## config.mk

```make
export PLATFORM = sky130hd
export DESIGN_NAME = cqc_channel_ctrl
export DESIGN_NICKNAME = d
export VERILOG_FILES = /design/src/rtl/cqc_pair_buf.v /design/src/rtl/cqc_channel_ctrl.v
export VERILOG_INCLUDE_DIRS = /design/src /design/src/rtl
export SDC_FILE = /design/constraint.sdc
export NUM_CORES = 1
export LEC_CHECK = 0
export ABC_AREA = 0
export BUFFER_PORTS_ARGS = -buffer_cell sky130_fd_sc_hd__buf_2
export CORE_UTILIZATION = 30
export CTS_CLUSTER_SIZE = 20
export DETAILED_ROUTE_END_ITERATION = 6
export GPL_ROUTABILITY_DRIVEN = 0
export SLEW_MARGIN = 25
export SYNTH_ARGS = -nofsm -noshare
export SYNTH_HDL_FRONTEND = slang
export SYNTH_SLANG_ARGS = --single-unit
```

## constraint.sdc

```tcl
create_clock -name ref_clk -period 2.8 [get_ports ref_clk]
set_input_delay 0.56 -clock ref_clk [delete_from_list [all_inputs] [get_ports ref_clk]]
set_output_delay 0.56 -clock ref_clk [all_outputs]
set_load 0.02 [all_outputs]
```

## src/rtl/cqc_consts.vh

```
// Constants for the channel A C/Q control register block.
// Assumes inclusion by cqc_channel_ctrl.v only; cqc_pair_buf.v does not include it.
`ifndef CQC_CONSTS_VH
`define CQC_CONSTS_VH

`define CQC_ADDR_CTRL_A 8'h06
`define CQC_CTRL_RESET 8'h00
`define CQC_BIT_SEND 0
`define CQC_BIT_TMR_ARM 1
`define CQC_BIT_RXCLR 2
`define CQC_BIT_TXCLR 3
`define CQC_BIT_WAKE 4
`define CQC_BIT_EST 5
`define CQC_BIT_RATE_LO 6
`define CQC_BIT_RATE_HI 7
`define CQC_RATE_FAIL 2'h0
`define CQC_RATE_COM1 2'h1
`define CQC_RATE_COM2 2'h2
`define CQC_RATE_COM3 2'h3
// Wake-up pulse 80 us, reply wait 5 ms per rate try
`define CQC_WAKE_NS 80000
`define CQC_CLK_NS 10
`define CQC_WAIT_NS 5000000
`define CQC_BYTE_CYC 16'h0004

`endif

```

## src/rtl/cqc_pair_buf.v

```verilog
// Two-entry skid buffer with valid and ready on both sides.
// Assumes one clock, synchronous reset and a shared clock enable.
`timescale 1ns/1ps
module cqc_pair_buf #(
  parameter WIDTH = 8
) (
  input wire ref_clk,
  input wire reset,
  input wire clk_en,
  input wire flush,
  input wire [WIDTH-1:0] in_data,
  input wire in_valid,
  output wire in_ready,
  output wire [WIDTH-1:0] out_data,
  output wire out_valid,
  input wire out_ready
);
reg [WIDTH-1:0] slot0_ff;
reg [WIDTH-1:0] slot1_ff;
reg [1:0] count_ff;
wire push;
wire pop;

assign in_ready = (count_ff != 2'd2);
assign out_valid = (count_ff != 2'd0);
assign out_data = slot0_ff;
assign push = in_valid && in_ready;
assign pop = out_valid && out_ready;

////////////////////////////////////////////////////////////////////////////////
always @(posedge ref_clk) begin
  if (reset || (clk_en && flush)) begin
    count_ff <= 2'd0;
    slot0_ff <= {WIDTH{1'b0}};
    slot1_ff <= {WIDTH{1'b0}};
  end else if (clk_en) begin
    if (push && !pop) begin
      count_ff <= count_ff + 2'd1;
      if (count_ff == 2'd0)
        slot0_ff <= in_data;
      else
        slot1_ff <= in_data;
    end else if (pop && !push) begin
      count_ff <= count_ff - 2'd1;
      slot0_ff <= slot1_ff;
    end else if (pop && push) begin
      // Full count never pops and pushes together, in_ready is low
      if (count_ff == 2'd1)
        slot0_ff <= in_data;
      else begin
        slot0_ff <= slot1_ff;
        slot1_ff <= in_data;
      end
    end
  end
end
endmodule // cqc_pair_buf

```

## src/rtl/cqc_channel_ctrl.v

```verilog
// Channel A C/Q control register and its sequencer: wake-up, establish
// communication, send, turnaround, queue clears and cycle timer arming.
// Assumes a byte register port, a transmit queue outside, a UART outside
// and an asynchronous pin for the device reply start bit, synchronised here.
//
// How it works
// - Writing 1 to the establish bit with frame_handler_enable high starts the full wake and rate search.
// - Success raises the wake-sequence interrupt pulse and clears the establish bit.
// - During the wake pulse the current limit is boosted; software setting untouched.
// - Success stores the found rate; cycle time is published to its register.
// - Failure also pulses the interrupt, clears establish and writes rate zero.
// - Writing 1 to the wake bit while idle drives a wake pulse at once; a write during a rate search is dropped.
// - After the wake pulse the line goes to receive and the wake bit clears.
// - Transmit queue clear bit empties the transmit queue.
// - Receive queue clear bit empties the receive queue.
// - Cycle timer arm bit only arms the timer, never starts it.
// - Armed timer starts on send bit or on a trigger command.
// - Clearing the arm bit stops the timer at once.
// - Send bit turns the line to transmit and sends the queued message.
// - When message done and queue empty the line turns to receive.
// - Send bit clears itself once the command is accepted.
// - Rate code: 00 failure, 01 4.8k, 10 38.4k, 11 230.4k.
`timescale 1ns/1ps
`include "cqc_consts.vh"
module cqc_channel_ctrl #(
  parameter WAKE_NS = `CQC_WAKE_NS,
  parameter WAIT_CYC = `CQC_WAIT_NS / `CQC_CLK_NS,
  parameter CYC_W = 16
) (
  input wire ref_clk,
  input wire reset,
  input wire clk_en,
  input wire [7:0] reg_addr,
  input wire reg_wr,
  input wire reg_rd,
  input wire [7:0] reg_wdata,
  output reg [7:0] reg_rdata,
  input wire frame_handler_enable,
  input wire [7:0] tx_data,
  input wire tx_valid,
  output wire tx_ready,
  input wire tx_queue_empty,
  input wire tx_byte_done,
  output reg [7:0] uart_data,
  output reg uart_valid,
  input wire uart_ready,
  input wire line_rx_pin,
  input wire trigger_cmd,
  input wire [7:0] device_cycle_time_in,
  output reg [7:0] device_cycle_time,
  output reg line_port_a_tx_en,
  output reg line_port_a_wake_drive,
  output reg current_limit_boost,
  output reg [1:0] line_rate,
  output reg tx_queue_clear,
  output reg rx_queue_clear,
  output reg wake_sequence_irq,
  output reg cycle_timer_run
);

localparam [31:0] WAKE_CYC_RAW = WAKE_NS / `CQC_CLK_NS;
localparam [CYC_W-1:0] WAKE_CYC = WAKE_CYC_RAW[CYC_W-1:0];
localparam [31:0] WAIT_CYC_W = WAIT_CYC;

localparam [2:0] ST_IDLE = 3'd0;
localparam [2:0] ST_WAKE = 3'd1;
localparam [2:0] ST_PROBE = 3'd2;
localparam [2:0] ST_LISTEN = 3'd3;
localparam [2:0] ST_SEND = 3'd4;
localparam [2:0] ST_DRAIN = 3'd5;
localparam [2:0] ST_RECV = 3'd6;

reg [2:0] state_ff;
reg [2:0] nxt_state;
reg est_ff;
reg wake_ff;
reg arm_ff;
reg send_ff;
reg from_est_ff;
reg [1:0] try_rate_ff;
reg [31:0] wait_ff;
reg [CYC_W-1:0] wake_cnt_ff;
reg rx_meta_ff;
reg rx_sync_ff;
reg rx_seen_ff;
wire ctrl_wr;
wire buf_valid;
wire [7:0] buf_data;
wire buf_take;
wire reply_seen;

assign ctrl_wr = reg_wr && (reg_addr == `CQC_ADDR_CTRL_A);
assign buf_take = (state_ff == ST_SEND) && uart_ready;
// Start bit of a reply pulls the line low
assign reply_seen = rx_seen_ff && !rx_sync_ff;

////////////////////////////////////////////////////////////////////////////////
// Stall at the UART holds the word, none lost
cqc_pair_buf #(
  .WIDTH(8)
) u_tx_buf (
  .ref_clk(ref_clk),
  .reset(reset),
  .clk_en(clk_en),
  .flush(tx_queue_clear),
  .in_data(tx_data),
  .in_valid(tx_valid),
  .in_ready(tx_ready),
  .out_data(buf_data),
  .out_valid(buf_valid),
  .out_ready(buf_take)
);

////////////////////////////////////////////////////////////////////////////////
always @(posedge ref_clk) begin
  if (reset) begin
    rx_meta_ff <= 1'b1;
    rx_sync_ff <= 1'b1;
    rx_seen_ff <= 1'b1;
  end else if (clk_en) begin
    rx_meta_ff <= line_rx_pin;
    rx_sync_ff <= rx_meta_ff;
    rx_seen_ff <= rx_sync_ff;
  end
end

////////////////////////////////////////////////////////////////////////////////
always @* begin
  nxt_state = state_ff;
  case (state_ff)
    ST_IDLE: begin
      if (est_ff || wake_ff)
        nxt_state = ST_WAKE;
      else if (send_ff)
        nxt_state = ST_SEND;
    end
    ST_WAKE: begin
      if (wake_cnt_ff == {CYC_W{1'b0}})
        nxt_state = from_est_ff ? ST_PROBE : ST_RECV;
    end
    ST_PROBE: nxt_state = ST_LISTEN;
    ST_LISTEN: begin
      // Next rate is probed straight away; a pass through idle would restart the search
      if (reply_seen || (wait_ff == 32'd0 && try_rate_ff == `CQC_RATE_COM1))
        nxt_state = ST_IDLE;
      else if (wait_ff == 32'd0)
        nxt_state = ST_PROBE;
    end
    ST_SEND: begin
      if (!buf_valid && tx_queue_empty)
        nxt_state = ST_DRAIN;
    end
    ST_DRAIN: begin
      if (tx_byte_done)
        nxt_state = ST_RECV;
    end
    ST_RECV: nxt_state = ST_IDLE;
    default: nxt_state = ST_IDLE;
  endcase
end

////////////////////////////////////////////////////////////////////////////////
always @(posedge ref_clk) begin
  if (reset) begin
    state_ff <= ST_IDLE;
    est_ff <= 1'b0;
    wake_ff <= 1'b0;
    arm_ff <= 1'b0;
    send_ff <= 1'b0;
    from_est_ff <= 1'b0;
    try_rate_ff <= `CQC_RATE_COM3;
    wait_ff <= 32'd0;
    wake_cnt_ff <= {CYC_W{1'b0}};
    line_rate <= `CQC_RATE_FAIL;
    tx_queue_clear <= 1'b0;
    rx_queue_clear <= 1'b0;
    wake_sequence_irq <= 1'b0;
    cycle_timer_run <= 1'b0;
    line_port_a_tx_en <= 1'b0;
    line_port_a_wake_drive <= 1'b0;
    current_limit_boost <= 1'b0;
    uart_data <= 8'h00;
    uart_valid <= 1'b0;
    device_cycle_time <= 8'h00;
    reg_rdata <= 8'h00;
  end else if (clk_en) begin
    state_ff <= nxt_state;
    tx_queue_clear <= ctrl_wr && reg_wdata[`CQC_BIT_TXCLR];
    rx_queue_clear <= ctrl_wr && reg_wdata[`CQC_BIT_RXCLR];
    wake_sequence_irq <= 1'b0;
    uart_valid <= buf_take && buf_valid;
    if (buf_take && buf_valid)
      uart_data <= buf_data;
    if (ctrl_wr) begin
      arm_ff <= reg_wdata[`CQC_BIT_TMR_ARM];
      line_rate <= {reg_wdata[`CQC_BIT_RATE_HI], reg_wdata[`CQC_BIT_RATE_LO]};
      if (reg_wdata[`CQC_BIT_EST] && frame_handler_enable)
        est_ff <= 1'b1;
      if (reg_wdata[`CQC_BIT_WAKE])
        wake_ff <= 1'b1;
      if (reg_wdata[`CQC_BIT_SEND])
        send_ff <= 1'b1;
    end
    // Arm drop wins over any start in the same cycle
    if ((ctrl_wr && !reg_wdata[`CQC_BIT_TMR_ARM]) || !arm_ff)
      cycle_timer_run <= 1'b0;
    else if (trigger_cmd || (state_ff == ST_IDLE && nxt_state == ST_SEND))
      cycle_timer_run <= 1'b1;
    case (state_ff)
      ST_IDLE: begin
        if (est_ff || wake_ff) begin
          from_est_ff <= est_ff && !wake_ff;
          wake_cnt_ff <= WAKE_CYC - {{(CYC_W-1){1'b0}}, 1'b1};
          line_port_a_tx_en <= 1'b1;
          line_port_a_wake_drive <= 1'b1;
          current_limit_boost <= 1'b1;
          try_rate_ff <= `CQC_RATE_COM3;
        end else if (send_ff) begin
          send_ff <= 1'b0;
          line_port_a_tx_en <= 1'b1;
        end
      end
      ST_WAKE: begin
        wake_cnt_ff <= wake_cnt_ff - {{(CYC_W-1){1'b0}}, 1'b1};
        if (wake_cnt_ff == {CYC_W{1'b0}}) begin
          line_port_a_wake_drive <= 1'b0;
          current_limit_boost <= 1'b0;
          line_port_a_tx_en <= 1'b0;
          if (!from_est_ff)
            wake_ff <= 1'b0;
        end
      end
      ST_PROBE: begin
        // Rate tried fastest first; a reply at this rate ends the search
        wait_ff <= WAIT_CYC_W;
      end
      ST_LISTEN: begin
        wait_ff <= wait_ff - 32'd1;
        if (reply_seen) begin
          line_rate <= try_rate_ff;
          device_cycle_time <= device_cycle_time_in;
          est_ff <= 1'b0;
          wake_ff <= 1'b0;
          wake_sequence_irq <= 1'b1;
        end else if (wait_ff == 32'd0) begin
          if (try_rate_ff == `CQC_RATE_COM1) begin
            line_rate <= `CQC_RATE_FAIL;
            est_ff <= 1'b0;
            wake_ff <= 1'b0;
            wake_sequence_irq <= 1'b1;
          end else begin
            try_rate_ff <= try_rate_ff - 2'd1;
            est_ff <= 1'b1;
          end
        end
      end
      ST_SEND: ;
      ST_DRAIN: begin
        if (tx_byte_done)
          line_port_a_tx_en <= 1'b0;
      end
      ST_RECV: line_port_a_tx_en <= 1'b0;
      default: line_port_a_tx_en <= 1'b0;
    endcase
    if (reg_rd && reg_addr == `CQC_ADDR_CTRL_A)
      reg_rdata <= {line_rate, est_ff, wake_ff, 2'b00, arm_ff, send_ff};
    else
      reg_rdata <= 8'h00;
  end
end
endmodule // cqc_channel_ctrl

```

==> results.cfg, run 1 <==
[worst_setup_path]
regToRegSetupSlack_ns = 0.30
worstReg2RegStart = wait_ff[12]
worstPathRequired_ns = 3.07
slowest_delay_ns = 0.55
critPathMaxFanout = 8
reg2reg_depth = 6
cp-start-kind = flop
slowest_stage = or4_4
worstSetupEndpointType = flop
crit_start = wait_ff[12]
endpoint = est_ff
critical_path_arrival_ns = 2.77
rr_endpoint = est_ff
worstPathCellList = or4_4 -> or3_1 -> nor4b_4 -> and2_1 -> nand3_2 -> a221oi_2
worstSetupPathType = reg -> reg

[sta]
rsz0062_at_grt = no
worst_pin_slew_ns = 0.5496
fmax_ghz = 0.3997
tns_ns = 0
post-route-period-util_pct = 89.34
hold_violations = 0
setup_ws_ns = 0.2984
setup_violations = 0
maxSlewViolCount = 0
fin_skew_ns = 0.008569
slew_headroom_pct = 62.84
period_needed_ns = 2.502

[clock_tree]
tritoncts = yes
clk_pin_slew_ns = 0.07
cts_hold_buf = 0
ctsResizeCount = 0
cts_root_buf = clkbuf_16
cts_num_sinks = 110
post_cts_buffers = 0
clock_latency_ns = 0.36
ctsHtreeMaxLevel = 3
clock_path_buffers = 2
numCtsBuffers = 9

[synth]
avgSynthCellArea_um2 = 8.616
synth_top_cell_area_share_pct = 43.54
async_flop_share_pct = 0
ys_seq_area_share_pct = 43.54
syn_area_um2 = 5057
synth_edf_count = 0
synthFlopType = dfxtp_1
ys_seq_elements = 110
synthTopCellsByArea = dfxtp_1, nor2_1, mux2i_1
synth_cells = 587
yosysTopAreaCell = dfxtp_1
yosysWarnings = 0
yosysUniqueCellTypes = 54

[pwr]
p_leak_nw = 2.374
powerDensity_nw_per_um2 = 611.7
max-vdd-ir-drop_mv = 0.3210

[drt]
drc = 0
routedWlPerCell_um = 12.04
num_vias = 4096
viasPerCell = 4.665
drt_iter0_drc = 166
routed_wl_mm = 10.57
ant_nets = 0
drt_pass1_iterations = 4

[job]
cap_violations = 0

[final_layout]
final_nets = 705
diodes = 0
drive_gt1_share_pct = 17.93
syn2layout_area_growth_pct = 17.66

[die]
placementRows = 47
dieArea_um2 = 17380
die_x_um = 131.8
ioPinCount = 79
die_y_um = 131.8
core_area_um2 = 16520
initial_utilization_pct = 30.60

[outcome]
status = complete, no violations

[global_routing]
grt_max_degree = 46
grt_overflow = 0
grt_pass1_vias = 3726
antenna_found_initial = 0
grt_pass1_wl_mm = 17.97
grt_usage_pct = 12.66

[place]
place_ws_ns = 0.3165
port-buffer-count = 76
place_hpwl_mm = 7.551

[min_path]
min-delay-path-class = in -> reg
[worst max-delay path, delay by kind of cell, from the launching register on]
family,cells,cell delay [ns]
DFF,1,0.36
and+or+nand+nor,5,1.82
AOI/OAI and AO/OA,1,0.23
[Yosys cell counts (all sizes together), types with 14 or more instances]
| master | number |
|---|---|
| dfxtp | 110 |
| nor2 | 91 |
| a21oi | 51 |
| nand2 | 39 |
| clkbuf | 26 |
| mux2i | 26 |
| xnor2 | 22 |
| nor2b | 20 |
| xor2 | 20 |
| nor3 | 19 |
| inv | 14 |
| nor4 | 14 |
[where the power goes]
group          internal [mW]  switching, mW  leakage, nW
Clock                  0.627          0.632        0.145
Sequential              1.65         0.0758        0.893
Combinational          0.285          0.370         1.34
[stage by stage]
| step | power, mW | util [%] | hold slack (ns) | instances | instance area [µm²] |
|---|---|---|---|---|---|
| finish | 3.640 | 36.01 | 0.4166 | 878 | 5951 |
| floorplan | 2.285 | - | 0.4314 | 588 | 5061 |
| global route | 3.842 | 36.01 | 0.4054 | 878 | 5951 |
| global placement | 2.412 | 34.27 | 0.4414 | 862 | 5663 |
| CTS | 3.694 | 36.01 | 0.4010 | 878 | 5951 |
| detailed placement | 2.419 | 34.27 | 0.4455 | 862 | 5663 |
[area by class of cell]
cell class / count / area (µm²)
clock buffer: 9 / 225.2
clock inverter: 7 / 62.56
fill: 1699 / 10570
inverter: 14 / 52.55
multi-input combinational: 426 / 2633
sequential: 110 / 2202
tap: 220 / 275.3
timing repair buffer: 92 / 500.5
[worst min-delay path by stage]
stage / startpoint / endpoint / slack, ns / cells after the start
2_1_floorplan: rx_meta_ff / rx_sync_ff / 0.43 / 1
3_3_place_gp: rx_meta_ff / rx_sync_ff / 0.44 / 1
3_5_place_dp: rx_meta_ff / rx_sync_ff / 0.45 / 1
4_1_cts: line_rx_pin / rx_meta_ff / 0.40 / 2
5_1_grt: line_rx_pin / rx_meta_ff / 0.41 / 2
6_report: line_rx_pin / rx_meta_ff / 0.42 / 2
[state kept, by name (all words and copies together), names as in the netlist, 2 cells and up]
| register | cells |
|---|---|
| device_cycle_time | 8 |
| reg_rdata | 6 |
| wait_ff | 32 |
| uart_data | 8 |
| u_tx_buf.out_data | 8 |
| line_rate | 2 |
| u_tx_buf.count_ff | 2 |
| wake_cnt_ff | 16 |
| state_ff | 3 |
| try_rate_ff | 2 |
| u_tx_buf.slot1_ff | 8 |
[cells by family after synthesis]
| kind of cell | Yosys count | share of synthesized area [%] |
|---|---|---|
| flops | 110 | 43.54 |
| simple gates | 248 | 24.96 |
| xor+xnor | 42 | 7.274 |
| buf+inv | 52 | 4.478 |
| other cells | 1 | 0.07415 |
| mux | 27 | 5.369 |
| compound gates | 99 | 12.32 |
| fa+ha+maj | 8 | 1.979 |
[metal layers]
metal  share of wire [%]  GRT usage [%]  wire [µm]
met1                  50          17.33       5322
met2                  44          18.90       4663
met3                 4.3          2.999        454
met4                 1.2          5.491        131
met5                   0              0          0
[cell usage in the layout (no fill, tap or decap), types with 2 or more instances in the layout]
cell	synthesis	routed
clkbuf_16	0	9
xor2_1	20	20
nor2b_1	20	20
nor3_1	19	19
nor4_1	13	13
nor4b_1	2	2
or4_1	6	6
a31o_2	2	2
a211oi_1	11	11
inv_8	0	2
buf_4	4	16
a211o_1	4	4
nor2_1	91	91
nand2_1	39	39
nor3b_1	3	3
a31oi_1	2	2
or3_1	9	9
conb_1	1	2
nand3_1	11	11
a311oi_1	5	5
o21ai_0	10	10
inv_6	0	3
and2_1	2	2
nand3b_1	8	8
a221oi_1	4	4
a21oi_1	51	51
inv_1	14	14
ha_1	8	8
nand2b_1	13	13
buf_2	1	76
xnor2_1	22	22
and3_1	2	2
dfxtp_1	110	110
o32ai_1	2	2
mux2i_1	26	26
Power figures use the tool's default switching activity.
==> run 2, diff against run 1 <==
--- a/config.mk
+++ b/config.mk
@@ -12,6 +12,7 @@
 export CTS_CLUSTER_SIZE = 20
 export DETAILED_ROUTE_END_ITERATION = 6
 export GPL_ROUTABILITY_DRIVEN = 0
+export PLACE_DENSITY = 0.55
 export SLEW_MARGIN = 25
 export SYNTH_ARGS = -nofsm -noshare
 export SYNTH_HDL_FRONTEND = slang
==> results.cfg, run 2 (synthesis gave the netlist of run 1 again) <==
[outcome]
status = complete, no violations

[final_layout]
fill_cells = 1690
drive_gt1_share_pct = 17.48
post-route-util_pct = 36.01
syn2layout_area_growth_pct = 17.66
final_common_cell = dfxtp_1
layout.cells.non_filler = 878
seqCellArea_um2 = 2202
layout_common_cells = dfxtp_1, nor2_1, buf_2
multi_input_area_um2 = 2633
final_nets = 706
largest_register_ffs = 32
top_register = wait_ff
diodes = 0
reg_top3 = wait_ff (32), wake_cnt_ff (16)

[drt]
routedWlPerCell_um = 12.69
num_vias = 4203
routed_wl_mm = 11.14
drt_pass1_iterations = 4
drc = 0
drt_iter0_drc = 146
ant_nets = 0
viasPerCell = 4.787

[pwr]
p_leak_nw = 2.370
max-vdd-ir-drop_mv = 0.3147
power_mw = 3.632
powerDensity_nw_per_um2 = 610.3

[worst_setup_path]
reg2reg_depth = 6
critical_path_arrival_ns = 2.73
worstSetupEndpointType = flop
worstSetupPathType = reg -> reg
critPathMaxFanout = 8
rr_endpoint = est_ff
cp-start-kind = flop
regToRegSetupSlack_ns = 0.33
worstReg2RegStart = wait_ff[12]
worstPathRequired_ns = 3.06

[place]
dp.cells = 863
port-buffer-count = 76
place_hpwl_mm = 8.135

[sta]
period_needed_ns = 2.475
setup_violations = 0
fin_skew_ns = 0.01126
fmax_ghz = 0.4041
rsz0062_at_grt = no
worst_pin_slew_ns = 0.6539
hold_slack_ns = 0.4365
post-route-period-util_pct = 88.38
maxSlewViolCount = 0
slew_headroom_pct = 56.07
hold_violations = 0
tns_ns = 0

[global_routing]
grt_pass1_wl_mm = 18.94
grt_overflow = 0
grt_max_degree = 47
grt_pass1_vias = 4039
grt_usage_pct = 13.21
antenna_found_initial = 0

[die]
core_area_um2 = 16520
die_x_um = 131.8
placementRows = 47
die_y_um = 131.8
ioPinCount = 79
initial_utilization_pct = 30.60
dieArea_um2 = 17380

[clock_tree]
numCtsBuffers = 9
tritoncts = yes
ctsHtreeMaxLevel = 3
ctsResizeCount = 0
cts_num_sinks = 110
clk_pin_slew_ns = 0.07
post_cts_buffers = 0
clock_latency_ns = 0.34
cts_root_buf = clkbuf_16
cts_hold_buf = 0
clock_path_buffers = 2

[min_path]
holdPathEnd = rx_meta_ff
whs_path_depth = 2
min-delay-path-class = in -> reg
hp-start = line_rx_pin

[job]
cap_violations = 0
## run 2: cell count changes in the layout (fill, tap and decap cells not counted)
cell | previous run | this run
clkinv_4 | 1 | 0
buf_4 | 16 | 17
inv_8 | 2 | 0
inv_6 | 3 | 1
clkbuf_1 | 0 | 3
bufinv_16 | 0 | 1
## run 2: per-layer routing
metal | global-route usage [%] | vias up | wire length, µm
met5 | 0 | - | 0
met4 | 5.362 | 0 | 166
met3 | 2.499 | 11 | 421
met2 | 21.52 | 82 | 5107
met1 | 17.17 | 1946 | 5445
li1 | - | 2164 | -
## run 2: worst max-delay path, cell delays in order (launching register included)
cell and delay (ns):
dfxtp_1 0.36, or4_4 0.56, or3_1 0.49, nor4b_4 0.33, and2_1 0.30, nand3_2 0.11
a221oi_2 0.25
## run 2: report_power, final
part	internal [mW]	switching [mW]	total, mW	leakage, nW
Sequential	1.65	0.0798	1.73	0.893
Combinational	0.285	0.373	0.659	1.34
Clock	0.692	0.550	1.24	0.137
## run 2: area by class of cell
class	instances	area share, %
multi-input combinational	426	44.24
clock inverter	3	0.7359
inverter	14	0.8831
tap	220	4.626
clock buffer	12	3.974
sequential	110	37.01
timing repair buffer	93	8.537
## run 2: worst max-delay path by stage
| stage | from | end | slack (ns) | depth (start not counted) |
|---|---|---|---|---|
| 2_1_floorplan | u_tx_buf.count_ff[0] | u_tx_buf.slot1_ff[0] | 0.11 | 10 |
| 5_1_grt | wait_ff[12] | est_ff | 0.17 | 6 |
| 6_report | wait_ff[12] | est_ff | 0.33 | 6 |
| 3_3_place_gp | wait_ff[12] | try_rate_ff[1] | 0.36 | 6 |
| 4_1_cts | wait_ff[12] | est_ff | 0.30 | 6 |
| 3_5_place_dp | wait_ff[12] | est_ff | 0.36 | 6 |
## run 2: through the flow
stage / setup WS [ns] / cell area (µm²)
6_report: 0.3253 / 5951
5_1_grt: 0.1730 / 5951
4_1_cts: 0.3049 / 5951
3_5_place_dp: 0.3562 / 5670
3_3_place_gp: 0.3641 / 5670
2_1_floorplan: 0.1057 / 5061
==> run 3, diff against run 2 <==
--- a/config.mk
+++ b/config.mk
@@ -13,6 +13,7 @@
 export DETAILED_ROUTE_END_ITERATION = 6
 export GPL_ROUTABILITY_DRIVEN = 0
 export PLACE_DENSITY = 0.55
+export REMOVE_ABC_BUFFERS = 1
 export SLEW_MARGIN = 25
 export SYNTH_ARGS = -nofsm -noshare
 export SYNTH_HDL_FRONTEND = slang
==> results.cfg, run 3 (synthesis gave the netlist of run 1 again) <==
[place]
place_hpwl_mm = 8.267
port-buffer-count = 76

[pwr]
max-vdd-ir-drop_mv = 0.2784
p_leak_nw = 2.373
powerDensity_nw_per_um2 = 616.2

[die]
die_x_um = 131.8
dieArea_um2 = 17380
core_area_um2 = 16520
die_y_um = 131.8
placementRows = 47
initial_utilization_pct = 30.60
ioPinCount = 79

[drt]
drc = 0
num_vias = 4247
drt_iter0_drc = 169
routed_wl_mm = 11.50
routedWlPerCell_um = 13.12
viasPerCell = 4.843
drt_pass1_iterations = 4
ant_nets = 0

[min_path]
hp-start = line_rx_pin
min-delay-path-class = in -> reg

[clock_tree]
post_cts_buffers = 0
ctsResizeCount = 0
cts_num_sinks = 110
clock_path_buffers = 2
ctsHtreeMaxLevel = 3
clock_latency_ns = 0.35
clk_pin_slew_ns = 0.07
cts_hold_buf = 0
tritoncts = yes
cts_root_buf = clkbuf_16
numCtsBuffers = 9

[final_layout]
final_nets = 704
reg_top3 = wait_ff (32), wake_cnt_ff (16)
syn2layout_area_growth_pct = 17.81
drive_gt1_share_pct = 17.50
layout_common_cells = dfxtp_1, nor2_1, buf_2
largest_register_ffs = 32
final_common_cell = dfxtp_1
top_register = wait_ff
diodes = 0

[outcome]
status = complete, no violations

[global_routing]
grt_pass1_wl_mm = 19.38
grt_pass1_vias = 4085
antenna_found_initial = 0
grt_usage_pct = 13.52
grt_overflow = 0
grt_max_degree = 44

[worst_setup_path]
worstPathRequired_ns = 3.06
reg2reg_depth = 6
worstPathBufferInverterCount = 0
endpoint = est_ff
critPathMaxFanout = 8
worstReg2RegStart = wait_ff[12]
slowest_stage = or4_4
critical_path_arrival_ns = 2.79
crit_family = simple AND/OR/NAND/NOR gates
crit_start = wait_ff[12]
worstPathCellList = or4_4 -> or3_1 -> nor4b_4 -> and2_1 -> nand3_2 -> a221oi_2
rr_endpoint = est_ff
cp-start-kind = flop
slowest_delay_ns = 0.55
regToRegSetupSlack_ns = 0.28
path_depth = 6
worstSetupEndpointType = flop
worstSetupPathType = reg -> reg

[sta]
rsz0062_at_grt = no
maxSlewViolCount = 0
fin_skew_ns = 0.007193
period_needed_ns = 2.524
tns_ns = 0
worst_pin_slew_ns = 0.6193
slew_headroom_pct = 58.40
hold_slack_ns = 0.4401
setup_violations = 0
post-route-period-util_pct = 90.13
hold_violations = 0
fmax_ghz = 0.3963

[job]
cap_violations = 0
run 3: cell types whose count changed in the layout (fill, tap and decap cells not counted):
| cell | delta |
|---|---|
| buf_4 | -3 |
| clkbuf_1 | -1 |
| clkinv_4 | +1 |
| buf_12 | +1 |
| clkinv_2 | +1 |
run 3: stage by stage:
step           instances  worst slack [ns]  area (µm²)  util, %  power, mW
6_report             877            0.2765        5958    36.06      3.672
5_1_grt              877            0.1526        5958    36.06      3.869
3_5_place_dp         861            0.2841        5668    34.30      2.434
3_3_place_gp         861            0.3354        5668    34.30      2.414
4_1_cts              877            0.2703        5958    36.06      3.718
2_1_floorplan        550            0.2141        4887        -      2.221
run 3: area by class of cell:
cell class                      count  area [µm²]
Multi-Input combinational cell    426        2633
Sequential cell                   110        2202
Fill cell                        1678       10570
Clock inverter                      5       57.56
Clock buffer                       11       232.7
Tap cell                          220       275.3
Inverter                           14       52.55
Timing Repair Buffer               91       505.5
run 3: how the worst min path moves through the flow:
stage | endpoint | depth (start not counted)
finish | rx_meta_ff | 2
floorplan | rx_sync_ff | 1
detailed placement | uart_data[5] | 2
CTS | rx_meta_ff | 2
global route | rx_meta_ff | 2
global placement | uart_data[0] | 2
run 3: metal layers:
layer	share of wire (%)	track usage, %	up-vias
li1	-	-	2155
met1	47	17.06	1987
met2	47	22.37	92
met3	4.6	2.576	13
met4	1.8	6.072	0
met5	0	0	-
run 3: power breakdown:
part           internal [mW]  switching [mW]
sequential              1.65          0.0799
clock                  0.697           0.579
combinational          0.285           0.380
